--- src/hw/ncoa_pkg.sv ---
// Functional notes
// - Accumulator bits 7:0 and 15:8 are two read/write byte registers.
// - Upper accumulator register holds bits 19:16; bits 7:4 read zero.
// - Accumulator runs on oscillator ticks; multi-byte reads are not coherent.
// - Increment bits 7:0 and 15:8 are two read/write byte registers.
// - Upper increment register holds bits 19:16; bits 7:4 read zero.
// - Reset sets increment to one and clears the accumulator.
// - Shadow increment loads from all bytes at first falling tick after low write while enabled; any increment write while disabled loads it at once.
// - Each rising tick while enabled adds shadow increment to accumulator; bit 19 carry overflows.
// - Toggle mode flips the output on every overflow.
// - Pulse mode drives output active for two to the width code ticks.
// - Overflow sets a sticky flag raising an interrupt when enabled.
package ncoa_pkg;

  localparam int ACC_W = 20;
  localparam logic [7:0] OFF_ACCL = 8'h00;
  localparam logic [7:0] OFF_ACCH = 8'h04;
  localparam logic [7:0] OFF_ACCU = 8'h08;
  localparam logic [7:0] OFF_INCL = 8'h0c;
  localparam logic [7:0] OFF_INCH = 8'h10;
  localparam logic [7:0] OFF_INCU = 8'h14;
  localparam logic [7:0] OFF_CON = 8'h18;
  localparam logic [7:0] OFF_CLK = 8'h1c;
  localparam logic [7:0] OFF_ISTAT = 8'h20;
  localparam logic [7:0] OFF_IMASK = 8'h24;
  localparam logic [19:0] ACC_RESET = 20'h00000;
  localparam logic [19:0] INC_RESET = 20'h00001;
  localparam int CON_EN_BIT = 7;
  localparam int CON_OUT_BIT = 5;
  localparam int CON_POL_BIT = 4;
  localparam int CON_PFM_BIT = 0;
  localparam int CLK_PWS_LSB = 5;
  localparam int IRQ_OVF_BIT = 0;
  localparam int PCLK_PERIOD_PS = 20000;
  localparam int INTOSC_PERIOD_PS = 62500;
  localparam int INTOSC_DIV = INTOSC_PERIOD_PS / PCLK_PERIOD_PS;

  typedef enum logic [1:0] {
    CKS_DIVIDED = 2'b00,
    CKS_PCLK = 2'b01,
    CKS_EXTERNAL = 2'b10,
    CKS_RESERVED = 2'b11
  } ncoa_cks_type;

  typedef struct packed {
    logic enable;
    logic invert;
    logic pulse_mode;
    logic [2:0] pws;
    logic [1:0] cks;
  } ncoa_ctrl_type;

  typedef struct packed {
    logic rise;
    logic fall;
  } ncoa_tick_type;

endpackage : ncoa_pkg

--- src/hw/ncoa_clk_pick.sv ---
`timescale 1ns/1ps
module ncoa_clk_pick #(
  parameter int DIV = ncoa_pkg::INTOSC_DIV
) (
  input wire logic pclk,
  input wire logic presetn,
  input wire logic [1:0] cks,
  input wire logic ext_clk,
  output ncoa_pkg::ncoa_tick_type tick
);

  if (DIV < 2 || DIV > 255) begin : g_bad_div
    $error("Divider must lie between 2 and 255.");
  end

  localparam logic [7:0] DIV_LAST = 8'(DIV - 1);
  localparam logic [7:0] DIV_HALF = 8'(DIV / 2);

  logic [7:0] div_cnt_r;
  logic [7:0] div_cnt_nxt;
  logic ext_prev_r;
  ncoa_pkg::ncoa_tick_type tick_r;
  ncoa_pkg::ncoa_tick_type tick_nxt;
  wire div_rise = (div_cnt_r == 8'h00);
  wire div_fall = (div_cnt_r == DIV_HALF);
  wire ext_rise = ext_clk & ~ext_prev_r;
  wire ext_fall = ~ext_clk & ext_prev_r;

  assign div_cnt_nxt = (div_cnt_r == DIV_LAST) ? 8'h00 : div_cnt_r + 8'h01;

  // Running off the bus clock, the fall tick comes with the rise tick.
  always_comb begin
    case (ncoa_pkg::ncoa_cks_type'(cks))
      ncoa_pkg::CKS_DIVIDED: tick_nxt = '{rise: div_rise, fall: div_fall};
      ncoa_pkg::CKS_PCLK: tick_nxt = '{rise: 1'b1, fall: 1'b1};
      ncoa_pkg::CKS_EXTERNAL: tick_nxt = '{rise: ext_rise, fall: ext_fall};
      default: tick_nxt = '{rise: 1'b0, fall: 1'b0};
    endcase
  end

  always_ff @(posedge pclk or negedge presetn) begin
    if (!presetn) begin
      div_cnt_r <= 8'h00;
      ext_prev_r <= 1'b0;
      tick_r <= '0;
    end else begin
      div_cnt_r <= div_cnt_nxt;
      ext_prev_r <= ext_clk;
      tick_r <= tick_nxt;
    end
  end

  assign tick = tick_r;

endmodule : ncoa_clk_pick

--- src/hw/ncoa_pulse_gen.sv ---
`timescale 1ns/1ps
module ncoa_pulse_gen (
  input wire logic pclk,
  input wire logic presetn,
  input wire logic rise,
  input wire logic ovf,
  input wire logic pulse_mode,
  input wire logic [2:0] pws,
  input wire logic invert,
  output logic level_r,
  output logic out_r
);

  typedef enum logic {PG_IDLE = 1'b0, PG_ACTIVE = 1'b1} ncoa_pg_type;

  ncoa_pg_type state_r;
  ncoa_pg_type state_nxt;
  logic arm_r;
  logic arm_nxt;
  logic [7:0] cnt_r;
  logic [7:0] cnt_nxt;
  logic level_nxt;
  wire [7:0] width = 8'h01 << pws;
  wire start = pulse_mode & arm_r & rise;

  always_comb begin
    state_nxt = state_r;
    cnt_nxt = cnt_r;
    level_nxt = level_r;
    arm_nxt = pulse_mode & (ovf | (arm_r & ~rise));
    if (!pulse_mode) begin
      state_nxt = PG_IDLE;
      if (ovf) level_nxt = ~level_r;
    end else begin
      case (state_r)
        PG_IDLE: begin
          level_nxt = 1'b0;
        end
        PG_ACTIVE: begin
          if (rise) begin
            cnt_nxt = cnt_r - 8'h01;
            if (cnt_r == 8'h01) begin
              state_nxt = PG_IDLE;
              level_nxt = 1'b0;
            end
          end
        end
        default: state_nxt = PG_IDLE;
      endcase
      if (start) begin
        state_nxt = PG_ACTIVE;
        cnt_nxt = width;
        level_nxt = 1'b1;
      end
    end
  end

  always_ff @(posedge pclk or negedge presetn) begin
    if (!presetn) begin
      state_r <= PG_IDLE;
      arm_r <= 1'b0;
      cnt_r <= 8'h00;
      level_r <= 1'b0;
      out_r <= 1'b0;
    end else begin
      state_r <= state_nxt;
      arm_r <= arm_nxt;
      cnt_r <= cnt_nxt;
      level_r <= level_nxt;
      out_r <= level_nxt ^ invert;
    end
  end
endmodule : ncoa_pulse_gen

--- src/hw/ncoa_top.sv ---
`timescale 1ns/1ps
module ncoa_top #(
  parameter int DIV = ncoa_pkg::INTOSC_DIV
) (
  input wire logic pclk,
  input wire logic presetn,
  input wire logic psel,
  input wire logic penable,
  input wire logic pwrite,
  input wire logic [7:0] paddr,
  input wire logic [31:0] pwdata,
  output logic pready,
  output logic [31:0] prdata,
  output logic pslverr,
  input wire logic ext_clk,
  output logic nco_out,
  output logic irq
);

  ////////////////////////////////////////////////////////////////////////////
  // Bus decode.

  logic pready_r;
  logic pslverr_r;
  logic [31:0] prdata_r;
  logic [31:0] rd_data;

  wire setup = psel & ~penable;
  wire done = psel & penable & pready_r;
  wire wr_en = done & pwrite;
  wire hit_accl = (paddr == ncoa_pkg::OFF_ACCL);
  wire hit_acch = (paddr == ncoa_pkg::OFF_ACCH);
  wire hit_accu = (paddr == ncoa_pkg::OFF_ACCU);
  wire hit_incl = (paddr == ncoa_pkg::OFF_INCL);
  wire hit_inch = (paddr == ncoa_pkg::OFF_INCH);
  wire hit_incu = (paddr == ncoa_pkg::OFF_INCU);
  wire hit_con = (paddr == ncoa_pkg::OFF_CON);
  wire hit_clk = (paddr == ncoa_pkg::OFF_CLK);
  wire hit_istat = (paddr == ncoa_pkg::OFF_ISTAT);
  wire hit_imask = (paddr == ncoa_pkg::OFF_IMASK);
  wire hit_any = hit_accl | hit_acch | hit_accu | hit_incl | hit_inch
    | hit_incu | hit_con | hit_clk | hit_istat | hit_imask;
  wire wr_acc = wr_en & (hit_accl | hit_acch | hit_accu);
  wire wr_inc = wr_en & (hit_incl | hit_inch | hit_incu);
  wire wr_incl = wr_en & hit_incl;

  ////////////////////////////////////////////////////////////////////////////
  // State.

  logic [19:0] acc_r;
  logic [19:0] acc_nxt;
  logic [19:0] inc_r;
  logic [19:0] inc_nxt;
  logic [19:0] shadow_r;
  logic [19:0] shadow_nxt;
  logic pend_r;
  logic pend_nxt;
  logic ovf_r;
  logic ovf_nxt;
  ncoa_pkg::ncoa_ctrl_type ctrl_r;
  ncoa_pkg::ncoa_ctrl_type ctrl_nxt;
  logic istat_r;
  logic istat_nxt;
  logic imask_r;
  logic imask_nxt;
  logic irq_r;
  ncoa_pkg::ncoa_tick_type tick;
  logic level;

  ////////////////////////////////////////////////////////////////////////////
  // Oscillator tick source and output stage.

  ncoa_clk_pick #(.DIV(DIV)) u_clk_pick (
    .pclk(pclk),
    .presetn(presetn),
    .cks(ctrl_r.cks),
    .ext_clk(ext_clk),
    .tick(tick)
  );

  ncoa_pulse_gen u_pulse_gen (
    .pclk(pclk),
    .presetn(presetn),
    .rise(tick.rise),
    .ovf(ovf_r),
    .pulse_mode(ctrl_r.pulse_mode),
    .pws(ctrl_r.pws),
    .invert(ctrl_r.invert),
    .level_r(level),
    .out_r(nco_out)
  );

  ////////////////////////////////////////////////////////////////////////////
  // Accumulator.

  wire [20:0] sum = {1'b0, acc_r} + {1'b0, shadow_r};
  wire step = tick.rise & ctrl_r.enable;
  wire [19:0] acc_wr = {
    (wr_en & hit_accu) ? pwdata[3:0] : acc_r[19:16],
    (wr_en & hit_acch) ? pwdata[7:0] : acc_r[15:8],
    (wr_en & hit_accl) ? pwdata[7:0] : acc_r[7:0]
  };

  // A bus write wins over a running step; writing while enabled is
  // the caller's hazard and gives a value nobody may rely on.
  assign acc_nxt = wr_acc ? acc_wr : (step ? sum[19:0] : acc_r);
  assign ovf_nxt = step & sum[20] & ~wr_acc;

  ////////////////////////////////////////////////////////////////////////////
  // Increment and shadow.

  assign inc_nxt = {
    (wr_en & hit_incu) ? pwdata[3:0] : inc_r[19:16],
    (wr_en & hit_inch) ? pwdata[7:0] : inc_r[15:8],
    (wr_en & hit_incl) ? pwdata[7:0] : inc_r[7:0]
  };

  // A low-byte write landing on a fall tick stays pending for the next one, and a pending
  // load outlives a disable, so the fresh value is never lost.
  assign pend_nxt = (ctrl_r.enable & wr_incl) | (pend_r & ~tick.fall);

  always_comb begin
    shadow_nxt = shadow_r;
    if (!ctrl_r.enable && wr_inc) begin
      shadow_nxt = inc_nxt;
    end else if (pend_r && tick.fall) begin
      shadow_nxt = inc_r;
    end
  end

  ////////////////////////////////////////////////////////////////////////////
  // Control and interrupt.

  assign ctrl_nxt = !wr_en ? ctrl_r :
    hit_con ? '{enable: pwdata[ncoa_pkg::CON_EN_BIT],
                invert: pwdata[ncoa_pkg::CON_POL_BIT],
                pulse_mode: pwdata[ncoa_pkg::CON_PFM_BIT],
                pws: ctrl_r.pws, cks: ctrl_r.cks} :
    hit_clk ? '{enable: ctrl_r.enable, invert: ctrl_r.invert,
                pulse_mode: ctrl_r.pulse_mode,
                pws: pwdata[ncoa_pkg::CLK_PWS_LSB +: 3], cks: pwdata[1:0]} :
    ctrl_r;

  wire istat_clr = wr_en & hit_istat & pwdata[ncoa_pkg::IRQ_OVF_BIT];
  // Set wins over a clear in the same cycle.
  assign istat_nxt = (istat_r & ~istat_clr) | ovf_r;
  assign imask_nxt = (wr_en & hit_imask) ? pwdata[ncoa_pkg::IRQ_OVF_BIT] : imask_r;
  wire irq_nxt = istat_nxt & imask_nxt & ctrl_nxt.enable;

  ////////////////////////////////////////////////////////////////////////////
  // Read mux.

  wire [7:0] con_rd = {ctrl_r.enable, 1'b0, nco_out, ctrl_r.invert,
    3'b000, ctrl_r.pulse_mode};
  wire [7:0] clk_rd = {ctrl_r.pws, 3'b000, ctrl_r.cks};

  always_comb begin
    rd_data = 32'h00000000;
    if (hit_accl) rd_data[7:0] = acc_r[7:0];
    if (hit_acch) rd_data[7:0] = acc_r[15:8];
    if (hit_accu) rd_data[3:0] = acc_r[19:16];
    if (hit_incl) rd_data[7:0] = inc_r[7:0];
    if (hit_inch) rd_data[7:0] = inc_r[15:8];
    if (hit_incu) rd_data[3:0] = inc_r[19:16];
    if (hit_con) rd_data[7:0] = con_rd;
    if (hit_clk) rd_data[7:0] = clk_rd;
    if (hit_istat) rd_data[ncoa_pkg::IRQ_OVF_BIT] = istat_r;
    if (hit_imask) rd_data[ncoa_pkg::IRQ_OVF_BIT] = imask_r;
  end

  ////////////////////////////////////////////////////////////////////////////
  // Flops.

  always_ff @(posedge pclk or negedge presetn) begin
    if (!presetn) begin
      pready_r <= 1'b0;
      pslverr_r <= 1'b0;
      prdata_r <= 32'h00000000;
    end else begin
      pready_r <= setup;
      pslverr_r <= setup & ~hit_any;
      if (setup) prdata_r <= rd_data;
    end
  end

  always_ff @(posedge pclk or negedge presetn) begin
    if (!presetn) begin
      acc_r <= ncoa_pkg::ACC_RESET;
      inc_r <= ncoa_pkg::INC_RESET;
      shadow_r <= ncoa_pkg::INC_RESET;
      pend_r <= 1'b0;
      ovf_r <= 1'b0;
    end else begin
      acc_r <= acc_nxt;
      inc_r <= inc_nxt;
      shadow_r <= shadow_nxt;
      pend_r <= pend_nxt;
      ovf_r <= ovf_nxt;
    end
  end

  always_ff @(posedge pclk or negedge presetn) begin
    if (!presetn) begin
      ctrl_r <= '0;
      istat_r <= 1'b0;
      imask_r <= 1'b0;
      irq_r <= 1'b0;
    end else begin
      ctrl_r <= ctrl_nxt;
      istat_r <= istat_nxt;
      imask_r <= imask_nxt;
      irq_r <= irq_nxt;
    end
  end

  assign pready = pready_r;
  assign pslverr = pslverr_r;
  assign prdata = prdata_r;
  assign irq = irq_r;
endmodule : ncoa_top

--- config.mk ---
export PLATFORM = sky130hd
export DESIGN_NAME = ncoa_top
export DESIGN_NICKNAME = d
export VERILOG_FILES = /design/src/hw/ncoa_pkg.sv /design/src/hw/ncoa_clk_pick.sv /design/src/hw/ncoa_pulse_gen.sv /design/src/hw/ncoa_top.sv
export SDC_FILE = /design/constraint.sdc
export NUM_CORES = 1
export LEC_CHECK = 0
export BUFFER_PORTS_ARGS = -buffer_cell sky130_fd_sc_hd__buf_2
export CORE_MARGIN = 2
export CORE_UTILIZATION = 49
export DETAILED_ROUTE_END_ITERATION = 10
export PLACE_DENSITY_LB_ADDON = 0.2
export SLEW_MARGIN = 20
export SYNTH_ARGS = -nofsm -noshare
export SYNTH_HDL_FRONTEND = slang
export SYNTH_HIERARCHICAL = 1
export SYNTH_SLANG_ARGS = --single-unit
--- constraint.sdc ---
create_clock -name pclk -period 2.3 [get_ports pclk]
set_clock_uncertainty 0.15 [all_clocks]
set_input_delay 0.46 -clock pclk [delete_from_list [all_inputs] [get_ports pclk]]
set_output_delay 0.46 -clock pclk [all_outputs]
set_load 0.05 [all_outputs]
# Yosys cells after proc, flatten, opt, wreduce, memory -nomap -nowiden
# Cells that the tools add are included.
word_totals:
  wordCells: 160
  memories: 0
  out_inout_bits: 36
  romBits: 0
  ram_bits: 0
  inputBits: 46
  latchBits: 0
  ff_bits: 106
classes:
  add_sub_neg: 3
  n_mux: 40
  magnitude_cmp: 0
  n_bitwise: 56
  div_mod_pow: 0
  shifts: 1
  n_reduce_logical: 16
  n_eq_ne: 17
  multipliers: 0
ops:
  columns: ["op", "n"]
  rows:
  - ["$mux W8", 16]
  - ["$mux W20", 4]
  - ["$eq A8 B5 Y1 const B", 4]
  - ["$and A1 B1 Y1", 30]
  - ["$add A20 B20 Y21", 1]
  - ["$eq A8 B1 Y1 const B", 2]
  - ["$eq A8 B4 Y1 const B", 2]
  - ["$eq A8 B6 Y1 const B", 2]
  - ["$logic_not A8 Y1", 2]
  - ["$mux W4", 4]
  - ["$or A1 B1 Y1", 14]
  - ["$mux W1", 13]
  - ["$not A1 Y1", 11]
  - ["$add A8 B1 Y8 const B", 1]
  - ["$eq A8 B2 Y1 const B", 1]
  - ["$eq A8 B3 Y1 const B", 1]
  - ["$reduce_and A2 Y1", 4]
  - ["$reduce_bool A2 Y1", 4]
  - ["$shl A1 B3 Y8 const A", 1]
  - ["$sub A8 B1 Y8 const B", 1]
  - ["$ne A2 B1 Y1 const B", 3]
  - ["$pmux W2 S3", 1]
  - ["$reduce_and A3 Y1", 2]
  - ["$mux W5", 1]
  - ["7 further kinds", 8]

# Depth between registers and ports, before layout
# Gate-level depths: netlist of run 1.
depth:
  depth_word: 12
  ltp_mapped: 10
  mapped_depth_nobuf: 10

# Modules after synthesis
# Netlist of run 1, hierarchy kept.
by_module_without_submodules:
  columns: ["mod", "n_inst", "seq_area_each_um2", "area_per_inst_um2", "cells_per_inst"]
  rows:
  - ["ncoa_top", 1, 2079.5, 4967.3, 518]
  - ["ncoa_pulse_gen", 1, 300.3, 713.2, 76]
  - ["ncoa_clk_pick", 1, 275.3, 506.7, 43]

# Worst setup path before layout of run 1
# Ideal clock, no wire load.
synth_path:
  kind: "reg-to-reg"
  start: "reg shadow_r[0]"
  end: "reg acc_r[18]"
  setup_ps: 104
  synth_period_minus_slack_ps: 2543
  t_arrival_ps: 2290
  required_time_ps: 2046
  setup_slack_ps: -243
  path_buffers: 0
  stages_incl_launch_ff: 11
  cell_sequence: "dfstp_2 -> ha_1 -> inv_1 -> fa_1 -> nor2b_1 -> o2111ai_1 -> a21oi_1 -> o21ba_1 -> a31o_1 -> xnor2_1 -> a221oi_1"
synth_between:
  elab_chain_len: 3
synth_rtl:
  columns: ["item", "line", "text"]
  rows:
  - ["from (decl)", "ncoa_top.sv:54", "logic [19:0] shadow_r;"]
  - ["from (signal assigned)", "ncoa_top.sv:190", "shadow_r <= ncoa_pkg::INC_RESET;"]
  - ["from (signal assigned)", "ncoa_top.sv:196", "shadow_r <= shadow_nxt;"]
  - ["$add A20 B20 Y21", "ncoa_top.sv:96", "wire [20:0] sum = {1'b0, acc_r} + {1'b0, shadow_r};"]
  - ["$mux W20 (2 in a row)", "ncoa_top.sv:106", "assign acc_nxt = wr_acc ? acc_wr : (step ? sum[19:0] : acc_r);"]
  - ["to (signal assigned)", "ncoa_top.sv:188", "acc_r <= ncoa_pkg::ACC_RESET;"]
  - ["to (signal assigned)", "ncoa_top.sv:194", "acc_r <= acc_nxt;"]
  - ["to (decl)", "ncoa_top.sv:50", "logic [19:0] acc_r;"]
# Every way passes these cells. The select of a mux whose other input is x is not followed.
# A chain may end at the register's enable or synchronous reset.

# Final worst setup path of run 1
layout_path:
  start: "reg shadow_r[0]"
  end: "reg ovf_r"
layout_between:
  elab_chain_len: 3
layout_rtl:
  columns: ["item", "line", "text"]
  rows:
  - ["$add A20 B20 Y21", "ncoa_top.sv:96", null]
  - ["$and A1 B1 Y1 (2 in a row)", "ncoa_top.sv:107", "assign ovf_nxt = step & sum[20] & ~wr_acc;"]
  - ["net ovf_nxt", "ncoa_top.sv:59", "logic ovf_nxt;"]
  - ["to (signal assigned)", "ncoa_top.sv:198", "ovf_r <= ovf_nxt;"]
  - ["to (decl)", "ncoa_top.sv:58", "logic ovf_r;"]
# The timed path passes the listed nets, and every way through them passes these cells.

==> summary.md, run 1 <==
| Metric | Value |
|---|---|
| Clock root cell | clkbuf_16 |
| Pin count of the biggest net entering global routing | 47 |
| Post-Route Utilization | 0.6324 |
| Compound-Gate Fraction of Synth Area | 0.1867 |
| Max Cap Viol | 0 |
| Multiplexer share of the synthesized area | 0.08777 |
| Top cell type's share of synthesized area | 0.4206 |
| Starting Density | 0.4963 |
| Hold WC Path Type | in2reg |
| Finished Layout Cells | 944 |
| Cells after Synth | 637 |
| Yosys warning total | 6 |
| Simple-gate share of the synthesized area | 0.1440 |
| Worst-path cell chain | ha_4 -> inv_2 -> fa_2 -> nor2b_4 -> o2111ai_2 -> a21oi_2 -> buf_4 -> o21ba_4 -> a31o_4 -> buf_6 -> a211oi_2 -> nor2_1 |
| Tcrit/Tclk final | 1.144 |
| TritonCTS clock tree | yes |
| Total number of vias | 5436 |
| Final hold vios | 0 |
| CP required | between 2000 and 2500 ps |
| Post-Syn Area | just over 6000 µm² |
| Number of enable flip-flop cells after synthesis | 0 |
| CTS max path bufs | 2 |
| Post-Place Cells | roughly 900 |
| Total Power | 3.903 mW |
| CP peak stage delay | 550 ps |
| ANT nets after route | 0 |
| TritonCTS Buffers | 9 |
| Std-Cell Rows | between 40 and 50 |
| Seq/Total Area, Yosys | 0.4291 |
| Unrepaired setup endpoints after global routing | true |
| Antenna violations before repair | 0 |
| Post-synth top area cell | dfrtp_1 |
| Core Footprint | roughly 12000 µm² |
| Num Clock Sinks | roughly 110 |
| Global-route wire length before repair | around 26000 µm |
| R2R setup slack | -330 ps |
| Outcome | finished, violations left |
| Wire per inst | 18.31 µm |
| DRC errors left | 0 |
| # IOs | 82 |
| VDD IR max | 0.0003465 V |
| Layout cells sized above 1 | 0.3277 |
| GR Util All Layers | 0.2574 |
| Synth cell count leaders | dfrtp_1 (104), nor2_1 (62), a21oi_1 (45), nand2_1 (45), mux2_2 (32) |
| Violated checks | setup timing |
| Rel. slew slack | 0.5983 |
| Worst-path maximum fanout | 2 |
| CP max-delay cell | dfstp_2 |
| FF+latch count, synth | 106 |
| Detailed Place HPWL | 12580 µm |
| Max Transition Viols Final | 0 |
| Avg Cell Area, Syn | 9.713 µm² |
| Top-count cell post-synth | dfrtp_1 |
| Min Tclk post-route | approximately 2600 ps |
| Vias per Instance | roughly 5.8 |
| Endpoints failing setup | 13 |
| Die width | 116.4 µm |
| DIE HEIGHT | 116.4 µm |
| Crit path DAT | 2740 ps |
| Critical Path Start Type | flip-flop |
| Final wirelength | 17290 µm |
| Clock-pin slew on the worst setup and hold paths | 70 ps |
| Placer Congestion | about 0.94 |
| Worst-Skew Late Latency | 360 ps |
| Largest cells by area after synthesis | dfrtp_1 (42%), mux2_2 (5.8%), ha_1 (5.3%) |
| Overflow after GRT | 0 |
| Pwr Density | 495.1 nW/µm² |
| Netlist cell types | between 70 and 80 |
| Slack of the critical path | -331.3 ps |
| XOR/XNOR Fraction of Synth Area | 0.03680 |
| Largest family of logic cells by synthesized area | compound AO/OA/AOI/OAI gates |
| Hold WS | 80.31 ps |
| Slew @ Worst Pin | 600.4 ps |
| Critical path endpoint category | flip-flop |
| H-tree levels | 3 |
| Port-buffer cells | 33 |
| Final layout net count | about 840 |
| FMAX | 380.0 MHz |
| # diodes | 0 |
| First DRT Iteration DRCs | 437 |
| Static leakage | 3.709 nW |
| Number of global-route vias before repair | 5094 |
| WS Path Type | reg2reg |
| Post-synth top flop | dfrtp_1 |
| Detailed Routing Iterations Pass 1 | 5 |
| Synth Area in Adders | 0.05581 |
| Die area | 13540 µm² |
| Share of async-settable or async-resettable flops after synthesis | 1.000 |
| Area grow syn2layout | 27.42% |
metal layers:
layer | share of wire | global-route usage | vias up
met1 | 0.43 | 0.3400 | 2686
met4 | 0.033 | 0.1183 | 0
met5 | 0 | 0 | -
met2 | 0.49 | 0.4217 | 186
li1 | - | - | 2524
met3 | 0.048 | 0.03633 | 40
per-stage QoR:
| stage | instance area, µm² | TNS (ps) | setup WS, ps |
|---|---|---|---|
| final | 7884 | -1737 | -331.3 |
| after global placement | 7192 | -7293 | -355.3 |
| after floorplan | 6341 | -130.9 | -78.98 |
| after detailed placement | 7192 | -9222 | -365.7 |
| after global routing | 7884 | -3078 | -399.2 |
| after CTS | 7689 | -1565 | -294.1 |
layout by cell type, fill, tap and decap left out, types with 8 or more instances in the layout:
cell         n
buf_2       32
buf_4       98
o22ai_1     24
a21oi_1     37
nand2_1     43
ha_1        18
dfrtp_1    104
nor2_1      60
xnor2_1     14
inv_1       24
conb_1      24
mux2i_1     16
mux2_2      31
nor3_1      10
nand3_1     16
and3_1       8
a31oi_1     16
o21ai_0     25
xor2_1       9
o21a_1      11
clkbuf_16    9
what timing repair did:
| item | in CTS | in global routing |
|---|---|---|
| setup buffers | 7 | 8 |
| gates resized for setup | 33 | 29 |
| hold buffers | 1 | 0 |
| pin swaps | 19 | 25 |
| hold endpoints to repair | 30 | 0 |
| gates cloned | 0 | 0 |
| endpoints found under the setup margin | 11 | 20 |
flip-flops by register name, indices dropped and copies added (netlist names):
signal / flops
acc_r: 20
clk_rd: 5
con_rd: 3
imask_r: 1
inc_r: 20
irq: 1
istat_r: 1
ovf_r: 1
pend_r: 1
prdata: 8
pready: 1
pslverr: 1
shadow_r: 20
u_clk_pick/div_cnt_r: 8
u_clk_pick/ext_prev_r: 1
u_clk_pick/tick: 2
u_pulse_gen/arm_r: 1
u_pulse_gen/cnt_r: 8
u_pulse_gen/level_r: 1
u_pulse_gen/out_r: 1
u_pulse_gen/state_r: 1
power by group:
part	leakage, nW	switching [mW]	internal (mW)
logic	2.20	0.292	0.145
clock network	0.141	0.718	0.849
registers	1.37	0.0171	1.88
area by class of cell:
cell class              instances  area [µm²]
multi-input cells             486        3586
clock buffers                  10       229.0
flip-flops and latches        106        2655
repair buffers                140        1042
fillers                      1023        4582
well taps                     172       215.2
inverters                      25       93.84
clock inverters                 5       62.56
cell families after synthesis:
group | after synthesis
other cells | 1
xor+xnor | 26
mux | 49
flops | 106
simple gates | 181
fa+ha+maj | 27
compound gates | 179
buf+inv | 68
critical path, delay by kind of cell (launching register included):
family	cells	cell delay [ps]
buf+inv	3	260
flops	1	550
compound gates	5	720
fa+ha+maj	2	500
simple gates	2	340
final timing paths:
kind                                    startpoint                 endpoint  cells past startpoint
hold reg to reg            u_clk_pick/div_cnt_r[7]  u_clk_pick/div_cnt_r[7]                      1
hold / removal                             ext_clk    u_clk_pick/ext_prev_r                      1
setup / recovery                       shadow_r[0]                    ovf_r                     12
max in group asynchronous                  presetn              shadow_r[5]                      3
setup reg to reg                       shadow_r[0]                    ovf_r                     12
min in group asynchronous                  presetn                acc_r[18]                      2
Power figures use the tool's default switching activity.
==> run 2: changes to the inputs <==
==> constraint.sdc (replaced) <==
create_clock -name pclk -period 2.9 [get_ports pclk]
set_clock_uncertainty 0.15 [all_clocks]
set_input_delay 0.58 -clock pclk [delete_from_list [all_inputs] [get_ports pclk]]
set_output_delay 0.58 -clock pclk [all_outputs]
set_load 0.05 [all_outputs]
==> run 2 against run 1 <==
Effect of this change:
- the flow now finishes without violations
- core utilization fell by 7.8 points
- global-route usage down 1.6 points
- maximum frequency down 4.4%
- critical path depth decreased by 2
- via count down 7.7%
- die area unchanged
- combinational power shrank 33%
- clock power decreased by 19%
==> summary.md, run 2 (same netlist as run 1, synthesis figures left out) <==
| Metric | Value |
|---|---|
| Area of the multi-input gates | 3268 µm² |
| CTS max path bufs | 2 |
| Overflow after GRT | 0 |
| Core Footprint | between 10000 and 15000 µm² |
| Terminus of the critical flop-to-flop path | acc_r[18] |
| Endpoints failing setup | 0 |
| FF/Latch Area | 2655 µm² |
| CP required | ~3000 ps |
| Max Cap Viol | 0 |
| Pin count of the biggest net entering global routing | 75 |
| Setup TNS | 0 ps |
| # IOs | 82 |
| Reg2reg start | shadow_r[0] |
| ANT nets after route | 0 |
| Placer Congestion | 0.8881 |
| Port-buffer cells | 33 |
| Max Transition Viols Final | 0 |
| H-tree levels | 3 |
| Post-Route Utilization | 0.5540 |
| Area grow syn2layout | 11.61% |
| First DRT Iteration DRCs | 357 |
| Final layout net count | between 700 and 800 |
| # diodes | 0 |
| Most frequent cells in the layout | dfrtp_1 (104), nor2_1 (62), nand2_1 (45) |
| R2R cell count | 10 |
| Total number of vias | 5015 |
| Worst-Skew Late Latency | 360 ps |
| Rel. slew slack | 0.5904 |
| Post-CTS Setup Bufs | 0 |
| Clock-pin slew on the worst setup and hold paths | 70 ps |
| Die width | 116.4 µm |
| GR Util All Layers | 0.2415 |
| Hold WC Path Type | in2async |
| Wire per inst | 18.04 µm |
| Worst-path maximum fanout | 2 |
| Sequential power share | 0.491 |
| Detailed Place HPWL | 11360 µm |
| VDD IR max | around 0.00053 V |
| Std-Cell Rows | 41 |
| Unrepaired setup endpoints after global routing | false |
| Clock root cell | clkbuf_16 |
| Hold WS | 15.58 ps |
| Int Pwr | ~2.3 mW |
| Tcrit/Tclk final | 0.9486 |
| Layout cells sized above 1 | 0.1928 |
| Final hold vios | 0 |
| Static leakage | 3.248 nW |
| TritonCTS Buffers | 9 |
| Clock power frac | 0.415 |
| Final wirelength | 15550 µm |
| Switching Fraction | 0.2485 |
| Worst setup endpoint | acc_r[18] |
| Leading registers by flop count | acc_r: 20 flops, inc_r: 20 flops, shadow_r: 20 flops |
| Place WS | 121.1 ps |
| Fillers | 1149 |
| Number of global-route vias before repair | 4736 |
| DRC errors left | 0 |
| DIE HEIGHT | 116.4 µm |
| Critical path endpoint category | flip-flop |
| Min Tclk post-route | 2751 ps |
| Detailed Routing Iterations Pass 1 | 5 |
| Net switching power | 0.7630 mW |
| Global-route wire length before repair | 24760 µm |
| Slew @ Worst Pin | between 600 and 700 ps |
| Die area | 13540 µm² |
| Critical Path Start Type | flip-flop |
| WS Path Type | reg2reg |
| Starting Density | 0.4963 |
| Antenna violations before repair | 0 |
| Critical Path Source | shadow_r[0] |
| Num Clock Sinks | 106 |
| R2R setup slack | between 100 and 150 ps |
| Slack of the critical path | roughly 150 ps |
| Pwr Density | 444.6 nW/µm² |
| TritonCTS clock tree | yes |
| FMAX | 363.5 MHz |
| Vias per Instance | 5.818 |
| Comb power frac | 0.094 |
| Outcome | finished, final reports clean |
| Crit path DAT | 2850 ps |
| Commonest non-fill, non-tap cell in the layout | dfrtp_1 |
run 2: changes by cell type in the layout (fill, tap and decap cells not counted), moves of 5 or more:
| cell | before | now |
|---|---|---|
| ha_1 | 18 | 26 |
| o21ai_0 | 25 | 30 |
| buf_6 | 5 | 0 |
| buf_4 | 98 | 25 |
| ha_4 | 6 | 0 |
| a21oi_1 | 37 | 43 |
run 2: layer usage:
metal	GRT usage	vias to the layer above	wire length, µm	part of all wire
met5	0	-	0	0
met4	0.08413	0	339	0.022
met3	0.07109	30	1138	0.073
met2	0.3822	183	7386	0.48
met1	0.3180	2436	6683	0.43
li1	-	2366	-	-
run 2: power groups by stage:
stage / logic [mW] / registers, mW / clock network, mW
global route: 0.317 / 1.51 / 1.36
floorplan: 0.207 / 1.54 / 0
finish: 0.290 / 1.51 / 1.27
CTS: 0.289 / 1.51 / 1.30
detailed placement: 0.288 / 1.54 / 0
global placement: 0.285 / 1.54 / 0
run 2: how the worst min path moves through the flow:
stage	slack (ps)	to	cells past startpoint
3_5_place_dp	320	prdata[5]	2
5_1_grt	30	shadow_r[7]	1
4_1_cts	30	acc_r[3]	1
6_report	20	shadow_r[7]	1
3_3_place_gp	310	prdata[5]	2
2_1_floorplan	130	acc_r[0]	0
run 2: per-stage QoR:
stage               cells  area (µm²)  power, mW
floorplan             660        6274      1.749
global placement      847        6584      1.821
detailed placement    847        6584      1.824
CTS                   862        6889      3.095
global route          862        6905      3.190
finish                862        6905      3.070
run 2: area by class of cell:
class                      count  area share
multi-input combinational    486      0.4733
clock buffer                  13     0.03914
tap                          172     0.03117
clock inverter                 2    0.005073
inverter                      25     0.01359
sequential                   106      0.3845
timing repair buffer          58     0.05327
run 2: critical path: stages, from the launching register on:
cell and delay, ps:
dfstp_2 540, ha_1 180, inv_1 60, fa_1 420, nor2b_2 150, o2111ai_1 180, a21oi_2 200, o21ba_2 190
a31o_1 210, xnor2_1 80, a221oi_1 260
run 2: timing repair:
action	CTS	global route
resized for setup	0	6
hold buffers	0	0
setup endpoints to repair	0	2
